[config.mk]
export PLATFORM = sky130hd
export DESIGN_NAME = iwsc_device_flat
export DESIGN_NICKNAME = d
export VERILOG_FILES = /design/src/design/iwsc_pkg.sv /design/src/design/iwsc_link_if.sv /design/src/design/iwsc_device.sv /design/src/flat_wrapper.sv
export VERILOG_INCLUDE_DIRS = /design/src /design/src/design
export SDC_FILE = /design/constraint.sdc
export NUM_CORES = 1
export LEC_CHECK = 0
export BUFFER_PORTS_ARGS = -buffer_cell sky130_fd_sc_hd__clkbuf_2
export CORE_MARGIN = 5
export CORE_UTILIZATION = 45
export CTS_CLUSTER_SIZE = 24
export DETAILED_ROUTE_END_ITERATION = 12
export PLACE_DENSITY = 0.69
export SETUP_SLACK_MARGIN = 0.4
export SLEW_MARGIN = 10
export SYNTH_ARGS = -nofsm -noshare
export SYNTH_HDL_FRONTEND = slang
export SYNTH_SLANG_ARGS = --single-unit
[constraint.sdc]
create_clock -name clk_sys -period 5.6 [get_ports clk_sys]
set_input_delay 0.56 -clock clk_sys [delete_from_list [all_inputs] [get_ports clk_sys]]
set_output_delay 0.56 -clock clk_sys [all_outputs]
set_load 0.03 [all_outputs]
[src/design/iwsc_defines.svh]
// Constants for the idle wake-up source control link and its two ends.
`ifndef IWSC_DEFINES_SVH
`define IWSC_DEFINES_SVH
// =====================================================================
// Command framing
`define IWSC_CMD_IDLE 8'h07
`define IWSC_CMD_RDREG 8'h08
`define IWSC_IDLE_LEN 5'h10
`define IWSC_RDREG_LEN 5'h02
`define IWSC_POS_SOURCE 5'h02
`define IWSC_POS_WAKEUP_PERIOD 5'h03
`define IWSC_POS_SLEEP_PERIOD_COUNT 5'h04
`define IWSC_POS_REGSEL 5'h01
`define IWSC_REG_SOURCE 8'h00
`define IWSC_REG_EVENT 8'h01
// =====================================================================
// Reset values
`define IWSC_SOURCE_RESET 8'h08
`define IWSC_EVENT_RESET 8'h00
`define IWSC_WAKEUP_PERIOD_RESET 8'h00
`define IWSC_SLEEP_PERIOD_COUNT_RESET 5'h01
// =====================================================================
// Timing
`define IWSC_CLK_SYS_KHZ 100000
`define IWSC_SLOW_OSC_KHZ 32
`define IWSC_TICK_LAST 8'hFF
`define IWSC_SPC_MIN 5'h01
`define IWSC_SPC_MAX 5'h1E
`define IWSC_IRQ_PULSE_CYCLES 4'h6
`endif

[src/design/iwsc_pkg.sv]
// Types shared by the idle wake-up source control link and its two ends.
package iwsc_pkg;
   typedef logic [7:0] iwsc_byte_t;
   typedef struct packed {
      logic [1:0] slow_oscillator_rate;
      logic reserved_bit;
      logic select_wake;
      logic irq_wake;
      logic field_wake;
      logic tag_wake;
      logic timeout_wake;
   } iwsc_wake_t;
   typedef enum {IWSC_DEV_READY, IWSC_DEV_SLEEP} iwsc_dev_state_t;
   typedef enum {IWSC_HOST_IDLE, IWSC_HOST_SEND, IWSC_HOST_WAIT} iwsc_host_state_t;
endpackage : iwsc_pkg

[src/design/iwsc_link_if.sv]
// Link between the host controller and the wake-up control end of the transceiver.
`timescale 1ns/1ps
interface iwsc_link_if;
   logic cmd_valid;
   logic [7:0] cmd_byte;
   logic select_n;
   logic irq_in_n;
   logic rsp_valid;
   logic [7:0] rsp_byte;
   modport device (
      input cmd_valid,
      input cmd_byte,
      input select_n,
      input irq_in_n,
      output rsp_valid,
      output rsp_byte
   );
   modport host (
      output cmd_valid,
      output cmd_byte,
      output select_n,
      output irq_in_n,
      input rsp_valid,
      input rsp_byte
   );
endinterface : iwsc_link_if

[src/design/iwsc_device.sv]
// Transceiver end: idle command intake, wake-up source register, sleep and wake-up event record.
//
// Functional notes
// - Wake source is third idle command byte.
// - Source register holds oscillator rate and enables.
// - Event register updated on leaving wait_for_event.
// - Event register readable and sent on wake.
// - Bits 7:6 pick 32/16/8/4 kHz.
// - Bit 4: wake on select pin low.
// - Bit 3: wake on interrupt input low.
// - Host should set bit 3 always.
// - Bit 2: wake on RF field detected.
// - Bit 1: wake on tag detected.
// - Host sets bit 1 for tag detection.
// - Bit 0: wake after predefined timeout.
// - Timeout is (count+1)(period+2) 256-period ticks.
// - Host keeps sleep count within 01..1E.
// - Host sets bit 0 for timer, calibration.
`timescale 1ns/1ps
`include "iwsc_defines.svh"
module iwsc_device #(
   parameter int OSC_BASE_CYCLES = `IWSC_CLK_SYS_KHZ / `IWSC_SLOW_OSC_KHZ
) (
   input wire logic clk_sys,
   input wire logic reset,
   input wire logic clk_en,
   iwsc_link_if.device link,
   input wire logic field_detect,
   input wire logic tag_detect,
   output iwsc_pkg::iwsc_wake_t wakeup_source_select,
   output iwsc_pkg::iwsc_wake_t wakeup_event_record,
   output logic in_wait_for_event
);
   import iwsc_pkg::*;

   // =====================================================================
   // Pin synchronisers
   logic [3:0] pin_raw;
   logic [3:0] pin_level;
   assign pin_raw = {link.select_n, link.irq_in_n, field_detect, tag_detect};

   genvar gi;
   generate
      for (gi = 0; gi < 4; gi++) begin : g_sync
         logic [2:0] stage;
         always_ff @(posedge clk_sys or posedge reset) begin
            if (reset) begin
               // Start from the idle level of each pin; pin_level still resets to the opposite level until the first enabled clock.
               stage <= (gi >= 2) ? 3'h7 : 3'h0;
            end else if (clk_en) begin
               stage <= {stage[1:0], pin_raw[gi]};
            end
         end
         // A change counts only once the two later stages agree.
         always_ff @(posedge clk_sys or posedge reset) begin
            if (reset) begin
               pin_level[gi] <= (gi >= 2) ? 1'b0 : 1'b1;
            end else if (clk_en && (stage[1] == stage[2])) begin
               pin_level[gi] <= stage[2];
            end
         end
      end
   endgenerate

   logic select_low;
   logic irq_low;
   logic field_seen;
   logic tag_seen;
   assign select_low = ~pin_level[3];
   assign irq_low = ~pin_level[2];
   assign field_seen = pin_level[1];
   assign tag_seen = pin_level[0];

   // =====================================================================
   // Command intake
   iwsc_dev_state_t state;
   logic [4:0] byte_idx;
   iwsc_byte_t cur_cmd;
   logic [7:0] wakeup_period;
   logic [4:0] sleep_period_count;
   logic frame_last;
   logic idle_done;
   logic read_done;
   logic wake;

   assign frame_last = (cur_cmd == `IWSC_CMD_IDLE) ? (byte_idx == `IWSC_IDLE_LEN - 5'h01)
                                                   : (byte_idx == `IWSC_RDREG_LEN - 5'h01);
   assign idle_done = link.cmd_valid && (state == IWSC_DEV_READY) && (byte_idx != 5'h00)
                      && frame_last && (cur_cmd == `IWSC_CMD_IDLE);
   assign read_done = link.cmd_valid && (state == IWSC_DEV_READY) && (byte_idx != 5'h00)
                      && frame_last && (cur_cmd == `IWSC_CMD_RDREG);

   always_ff @(posedge clk_sys or posedge reset) begin
      if (reset) begin
         byte_idx <= 5'h00;
         cur_cmd <= 8'h00;
      end else if (clk_en && link.cmd_valid && (state == IWSC_DEV_READY)) begin
         if (byte_idx == 5'h00) begin
            // Unknown command codes are dropped and the intake stays at the first byte.
            if ((link.cmd_byte == `IWSC_CMD_IDLE) || (link.cmd_byte == `IWSC_CMD_RDREG)) begin
               cur_cmd <= link.cmd_byte;
               byte_idx <= 5'h01;
            end
         end else if (frame_last) begin
            byte_idx <= 5'h00;
         end else begin
            byte_idx <= byte_idx + 5'h01;
         end
      end
   end

   always_ff @(posedge clk_sys or posedge reset) begin
      if (reset) begin
         wakeup_source_select <= `IWSC_SOURCE_RESET;
         wakeup_period <= `IWSC_WAKEUP_PERIOD_RESET;
         sleep_period_count <= `IWSC_SLEEP_PERIOD_COUNT_RESET;
      end else if (clk_en && link.cmd_valid && (state == IWSC_DEV_READY) && (cur_cmd == `IWSC_CMD_IDLE)
                   && (byte_idx != 5'h00)) begin
         if (byte_idx == `IWSC_POS_SOURCE) begin
            wakeup_source_select <= link.cmd_byte;
         end else if (byte_idx == `IWSC_POS_WAKEUP_PERIOD) begin
            wakeup_period <= link.cmd_byte;
         end else if (byte_idx == `IWSC_POS_SLEEP_PERIOD_COUNT) begin
            sleep_period_count <= link.cmd_byte[4:0];
         end
      end
   end

   // =====================================================================
   // Sleep state
   always_ff @(posedge clk_sys or posedge reset) begin
      if (reset) begin
         state <= IWSC_DEV_READY;
         in_wait_for_event <= 1'b0;
      end else if (clk_en) begin
         case (state)
            IWSC_DEV_READY: begin
               if (idle_done) begin
                  state <= IWSC_DEV_SLEEP;
                  in_wait_for_event <= 1'b1;
               end
            end
            IWSC_DEV_SLEEP: begin
               if (wake) begin
                  state <= IWSC_DEV_READY;
                  in_wait_for_event <= 1'b0;
               end
            end
            default: begin
               state <= IWSC_DEV_READY;
               in_wait_for_event <= 1'b0;
            end
         endcase
      end
   end

   // The select line is still low from the idle frame itself, so a pin wake is only armed
   // once that pin has been seen high during the sleep; otherwise the device would wake at once.
   logic select_armed;
   logic irq_armed;
   always_ff @(posedge clk_sys or posedge reset) begin
      if (reset) begin
         select_armed <= 1'b0;
         irq_armed <= 1'b0;
      end else if (clk_en) begin
         if (state != IWSC_DEV_SLEEP) begin
            select_armed <= 1'b0;
            irq_armed <= 1'b0;
         end else begin
            select_armed <= select_armed | ~select_low;
            irq_armed <= irq_armed | ~irq_low;
         end
      end
   end

   // =====================================================================
   // Slow oscillator and timeout
   logic [15:0] div_cnt;
   logic [15:0] div_last;
   logic [7:0] per_cnt;
   logic [15:0] tick_cnt;
   logic [15:0] tick_target;
   logic ref_tick;

   assign div_last = 16'(OSC_BASE_CYCLES << wakeup_source_select.slow_oscillator_rate) - 16'h0001;
   assign ref_tick = (div_cnt == div_last) && (per_cnt == `IWSC_TICK_LAST);
   assign tick_target = ({11'h000, sleep_period_count} + 16'h0001) * ({8'h00, wakeup_period} + 16'h0002);

   always_ff @(posedge clk_sys or posedge reset) begin
      if (reset) begin
         div_cnt <= 16'h0000;
         per_cnt <= 8'h00;
         tick_cnt <= 16'h0000;
      end else if (clk_en) begin
         if (state != IWSC_DEV_SLEEP) begin
            div_cnt <= 16'h0000;
            per_cnt <= 8'h00;
            tick_cnt <= 16'h0000;
         end else if (div_cnt == div_last) begin
            div_cnt <= 16'h0000;
            per_cnt <= per_cnt + 8'h01;
            if (per_cnt == `IWSC_TICK_LAST) begin
               tick_cnt <= tick_cnt + 16'h0001;
            end
         end else begin
            div_cnt <= div_cnt + 16'h0001;
         end
      end
   end

   // =====================================================================
   // Wake decision
   logic [4:0] hit;
   logic [4:0] cause;
   assign hit[4] = wakeup_source_select.select_wake & select_armed & select_low;
   assign hit[3] = wakeup_source_select.irq_wake & irq_armed & irq_low;
   assign hit[2] = wakeup_source_select.field_wake & field_seen;
   assign hit[1] = wakeup_source_select.tag_wake & tag_seen;
   assign hit[0] = wakeup_source_select.timeout_wake & ref_tick & (tick_cnt == tick_target - 16'h0001);
   assign wake = (state == IWSC_DEV_SLEEP) && (hit != 5'h00);

   always_comb begin
      cause = 5'h00;
      if (hit[4]) begin
         cause = 5'h10;
      end else if (hit[3]) begin
         cause = 5'h08;
      end else if (hit[2]) begin
         cause = 5'h04;
      end else if (hit[1]) begin
         cause = 5'h02;
      end else if (hit[0]) begin
         cause = 5'h01;
      end
   end

   always_ff @(posedge clk_sys or posedge reset) begin
      if (reset) begin
         wakeup_event_record <= `IWSC_EVENT_RESET;
      end else if (clk_en && wake) begin
         wakeup_event_record <= {wakeup_source_select.slow_oscillator_rate, 1'b0, cause};
      end
   end

   // =====================================================================
   // Replies
   // event byte on wake, selected register (source, event or 00) on read
   always_ff @(posedge clk_sys or posedge reset) begin
      if (reset) begin
         link.rsp_valid <= 1'b0;
         link.rsp_byte <= 8'h00;
      end else if (clk_en) begin
         link.rsp_valid <= wake | read_done;
         if (wake) begin
            link.rsp_byte <= {wakeup_source_select.slow_oscillator_rate, 1'b0, cause};
         end else if (read_done) begin
            if (link.cmd_byte == `IWSC_REG_SOURCE) begin
               link.rsp_byte <= wakeup_source_select;
            end else if (link.cmd_byte == `IWSC_REG_EVENT) begin
               link.rsp_byte <= wakeup_event_record;
            end else begin
               link.rsp_byte <= 8'h00;
            end
         end
      end
   end

endmodule : iwsc_device

[src/flat_wrapper.sv]
// flat-port wrapper written by rule: the top's interface ports become plain ports
module iwsc_device_flat import iwsc_pkg::*;
#(
   parameter int OSC_BASE_CYCLES = `IWSC_CLK_SYS_KHZ / `IWSC_SLOW_OSC_KHZ
)
  (clk_sys, reset, clk_en, field_detect, tag_detect, wakeup_source_select, wakeup_event_record, in_wait_for_event, link_cmd_valid, link_cmd_byte, link_select_n, link_irq_in_n, link_rsp_valid, link_rsp_byte);
  iwsc_link_if link_i ();
  input wire logic clk_sys;
  input wire logic reset;
  input wire logic clk_en;
  input wire logic field_detect;
  input wire logic tag_detect;
  output iwsc_pkg::iwsc_wake_t wakeup_source_select;
  output iwsc_pkg::iwsc_wake_t wakeup_event_record;
  output logic in_wait_for_event;
  input wire logic [$bits(link_i.cmd_valid)-1:0] link_cmd_valid;
  input wire logic [$bits(link_i.cmd_byte)-1:0] link_cmd_byte;
  input wire logic [$bits(link_i.select_n)-1:0] link_select_n;
  input wire logic [$bits(link_i.irq_in_n)-1:0] link_irq_in_n;
  output wire logic [$bits(link_i.rsp_valid)-1:0] link_rsp_valid;
  output wire logic [$bits(link_i.rsp_byte)-1:0] link_rsp_byte;
  assign link_i.cmd_valid = link_cmd_valid;
  assign link_i.cmd_byte = link_cmd_byte;
  assign link_i.select_n = link_select_n;
  assign link_i.irq_in_n = link_irq_in_n;
  assign link_rsp_valid = link_i.rsp_valid;
  assign link_rsp_byte = link_i.rsp_byte;
  iwsc_device #(.OSC_BASE_CYCLES(OSC_BASE_CYCLES)) u_core (.clk_sys(clk_sys), .reset(reset), .clk_en(clk_en), .link(link_i), .field_detect(field_detect), .tag_detect(tag_detect), .wakeup_source_select(wakeup_source_select), .wakeup_event_record(wakeup_event_record), .in_wait_for_event(in_wait_for_event));
endmodule
==> out/qor.yml <==
tightest_slew_ns: 0.912
drt_drc_violations_left: 0
synth_top_family_by_area: "simple AND/OR/NAND/NOR gates"
path_class: "flip-flop to flip-flop"
cpMostUsedCell: "fa_1"
finClkSkew_ns: 0.00824
clock_latency_ns: 0.35
synthTopCellsByArea: "dfrtp_1, ha_1, fa_1"
hold_buffers: 0
cp_max_fo: 6
cp.required_ns: 5.88
max_freq_mhz: 179
synthAdderAreaFrac_pct: 16.2
cts_buffer_depth: 2
max-vdd-ir-drop_v: 0.000152
p_per_area_mw_per_mm2: 179
arrival_ns: 5.86
syn_inst: 816
crit_buf_inv: 2
ys_seq_area_share_pct: 34.8
min_period_over_period_pct: 99.7
async_reset_ff_share_pct: 100
wl_per_cell_um: 15.4
synth_compound_area_share_pct: 11.2
crit_path_start_kind: "flip-flop"
n_fill_cell: 1522
antenna_cells: 0
dr.first_iter.drc_count: 304
hold_path.class: "primary input to asynchronous set/reset pin"
dp_hpwl_um: 13100
routed_wirelength_um: 17100
ys_types: 76
critPathTopFamily: "adder cells"
synth_top_area_share_pct: 31.4
final_max_slew_viol_count: 0
p_comb_share_pct: 6.6
cts_root_buffer: "clkbuf_16"
p_seq_share_pct: 53.0
grt_pass1_vias: 6046
numCtsBuffers: 9
h-tree-depth: 3
numPortBuffers: 40
rows: 48
die_y_um: 142
track_usage_pct: 17.6
layout-drive-gt1-share_pct: 24.9
dieArea_mm2: 0.0203
gp_congestion: 0.920
cp_cell_sequence: "nand3_4, xnor2_4, nand2_2, fa_1, fa_1, fa_1, inv_1, fa_1, ha_4, and2_4, a221o_1, or2_4, a2111oi_4, nor4b_4, nand4_4, o21bai_4, buf_6, or3_1, a31oi_1"
slew_headroom_pct: 39.2
rsz0062_at_grt: "true"
clock-sinks: 109
clk_pin_slew_ns: 0.08
syn_nets: 916
synthMuxAreaShare_pct: 6.74
synth_top_area_cell: "dfrtp_1"
outcome: "completed"
synth_xor_area_share_pct: 7.00
grt_start_max_net_pins: 75
grt_antenna_before_repair: 0
die_w_um: 142
fin_crit_ns: 5.59
post-place-ws_ns: -0.123
coreArea_mm2: 0.0172
power_switching_mw: 0.422
ys.flop_type: "dfrtp_1"
slowest_stage: "dfstp_2"
leakagePower_nw: 4.25
grt_pass1_wl_um: 29600
cpPeakStageDelay_ns: 0.60
maxCapViolations: 0
finalPower_mw: 1.66
vias_per_cell: 5.40
grt-ovfl-total: 0
synth_seq_cells: 109
cts_tree: "yes"
p_clk_share_pct: 40.4
cp-end-kind: "flip-flop"
initial_core_util_pct: 45.7
dr.pass1.iters: 5
syn_avg_cell_area_um2: 9.66
synth_simple_gate_area_share_pct: 19.5
synth_most_common_cell: "dfrtp_1"
synth_edf_count: 0
yosysWarningCount: 0
setup_ws_ns: 0.0143
setup_viol: 0
swShare_pct: 25.5
synthTopCellsByCount: "dfrtp_1, nand2_1, nor2_1"
ios: 42
internal_power_mw: 1.23
nets: 985
hold_viol: 0
area_growth_pct: 17.3
syn_area_mm2: 0.00788
drt.antenna.violating_nets: 0
num_vias: 6022
[cell usage in the layout (no fill, tap or decap), types with 9 or more instances in the layout]
| cell | n |
|---|---|
| mux2_2 | 37 |
| buf_4 | 39 |
| o21ai_0 | 34 |
| a21oi_1 | 30 |
| clkbuf_16 | 9 |
| ha_1 | 47 |
| or3_1 | 13 |
| and2_1 | 19 |
| dfrtp_1 | 96 |
| nand4_1 | 16 |
| and3_1 | 12 |
| inv_1 | 54 |
| nor2b_1 | 15 |
| dfstp_2 | 10 |
| xor2_1 | 31 |
| nand2_1 | 93 |
| fa_1 | 30 |
| clkbuf_2 | 40 |
| nor2_1 | 54 |
| xnor2_1 | 26 |
| nand3_1 | 21 |
[registers in the layout, indices dropped and copies added, names as in the netlist]
signal and flops:
u_core.byte_idx 5, u_core.cur_cmd 8, u_core.div_cnt 16, u_core.field_seen 1
u_core.g_sync.stage 12, u_core.irq_armed 1, u_core.link.rsp_byte 8, u_core.link.rsp_valid 1
u_core.per_cnt 8, u_core.pin_level 2, u_core.select_armed 1, u_core.sleep_period_count 5
u_core.state 1, u_core.tag_seen 1, u_core.tick_cnt 16, u_core.wakeup_event_record 7
u_core.wakeup_period 8, u_core.wakeup_source_select 8
[metrics by stage]
step,area [um^2],cells,TNS [ns],util (%),hold WS [ns]
final,9250,1115,0,53.6,0.376
after detailed placement,8650,1087,-1.45,50.2,0.476
after floorplan,8070,816,0,-,0.446
after global routing,9250,1115,-2.60,53.6,0.420
after global placement,8650,1087,-0.456,50.2,0.466
after CTS,9090,1108,0,52.8,0.420
[kinds of logic (layout without fill, tap and decap cells)]
family | after synthesis | after routing
flip-flops | 109 | 109
AND/OR/NAND/NOR | 303 | 303
AO/OA/AOI/OAI | 126 | 126
buffers and inverters | 83 | 157
multiplexers | 47 | 47
other | 1 | 1
adder cells (fa/ha/maj) | 84 | 84
XOR/XNOR | 63 | 63
[layer usage]
layer	global-route usage, %	vias to the layer above	wire, um
met5	0	-	0
met4	3.55	0	152
met3	3.16	11	603
met2	27.8	108	8120
met1	25.6	2965	8270
li1	-	2938	-
[power by group through the flow]
| stage | registers (mW) | logic, mW | clock network, mW |
|---|---|---|---|
| floorplan | 0.868 | 0.0970 | 0 |
| global placement | 0.891 | 0.107 | 0 |
| detailed placement | 0.892 | 0.111 | 0 |
| CTS | 0.877 | 0.111 | 0.686 |
| global route | 0.885 | 0.127 | 0.723 |
| finish | 0.878 | 0.109 | 0.669 |
[what timing repair did]
| action | 4_1_cts | 5_1_grt |
|---|---|---|
| endpoints found under the setup margin | 17 | 17 |
| pin swaps | 14 | 17 |
| resized for setup | 16 | 26 |
| buffers inserted | 5 | 7 |
| gates cloned | 0 | 0 |
[cell type report]
class	count	area (um^2)	share of cell area (%)
Sequential cell	109	2740	29.7
Tap cell	225	282	3.05
Inverter	57	216	2.34
Clock inverter	7	88.8	0.961
Clock buffer	9	225	2.44
Timing Repair Buffer	84	549	5.94
Multi-Input combinational cell	624	5140	55.6
[path summary, 6_finish.rpt]
check / startpoint / end / slack [ns] / depth (start not counted)
worst max register to register: u_core.sleep_period_count[0] / u_core.link.rsp_byte[6] / 0.01 / 19
worst min-delay path: reset / u_core.div_cnt[14] / 0.38 / 2
worst min register to register: u_core.cur_cmd[7] / u_core.cur_cmd[7] / 0.49 / 1
worst max-delay path: u_core.sleep_period_count[0] / u_core.link.rsp_byte[6] / 0.01 / 19
min in group clk_sys: link_irq_in_n / u_core.g_sync[2].stage[0] / 0.43 / 2
max in group asynchronous: reset / u_core.g_sync[2].stage[1] / 4.18 / 3
(Power assumes the default switching activity.)
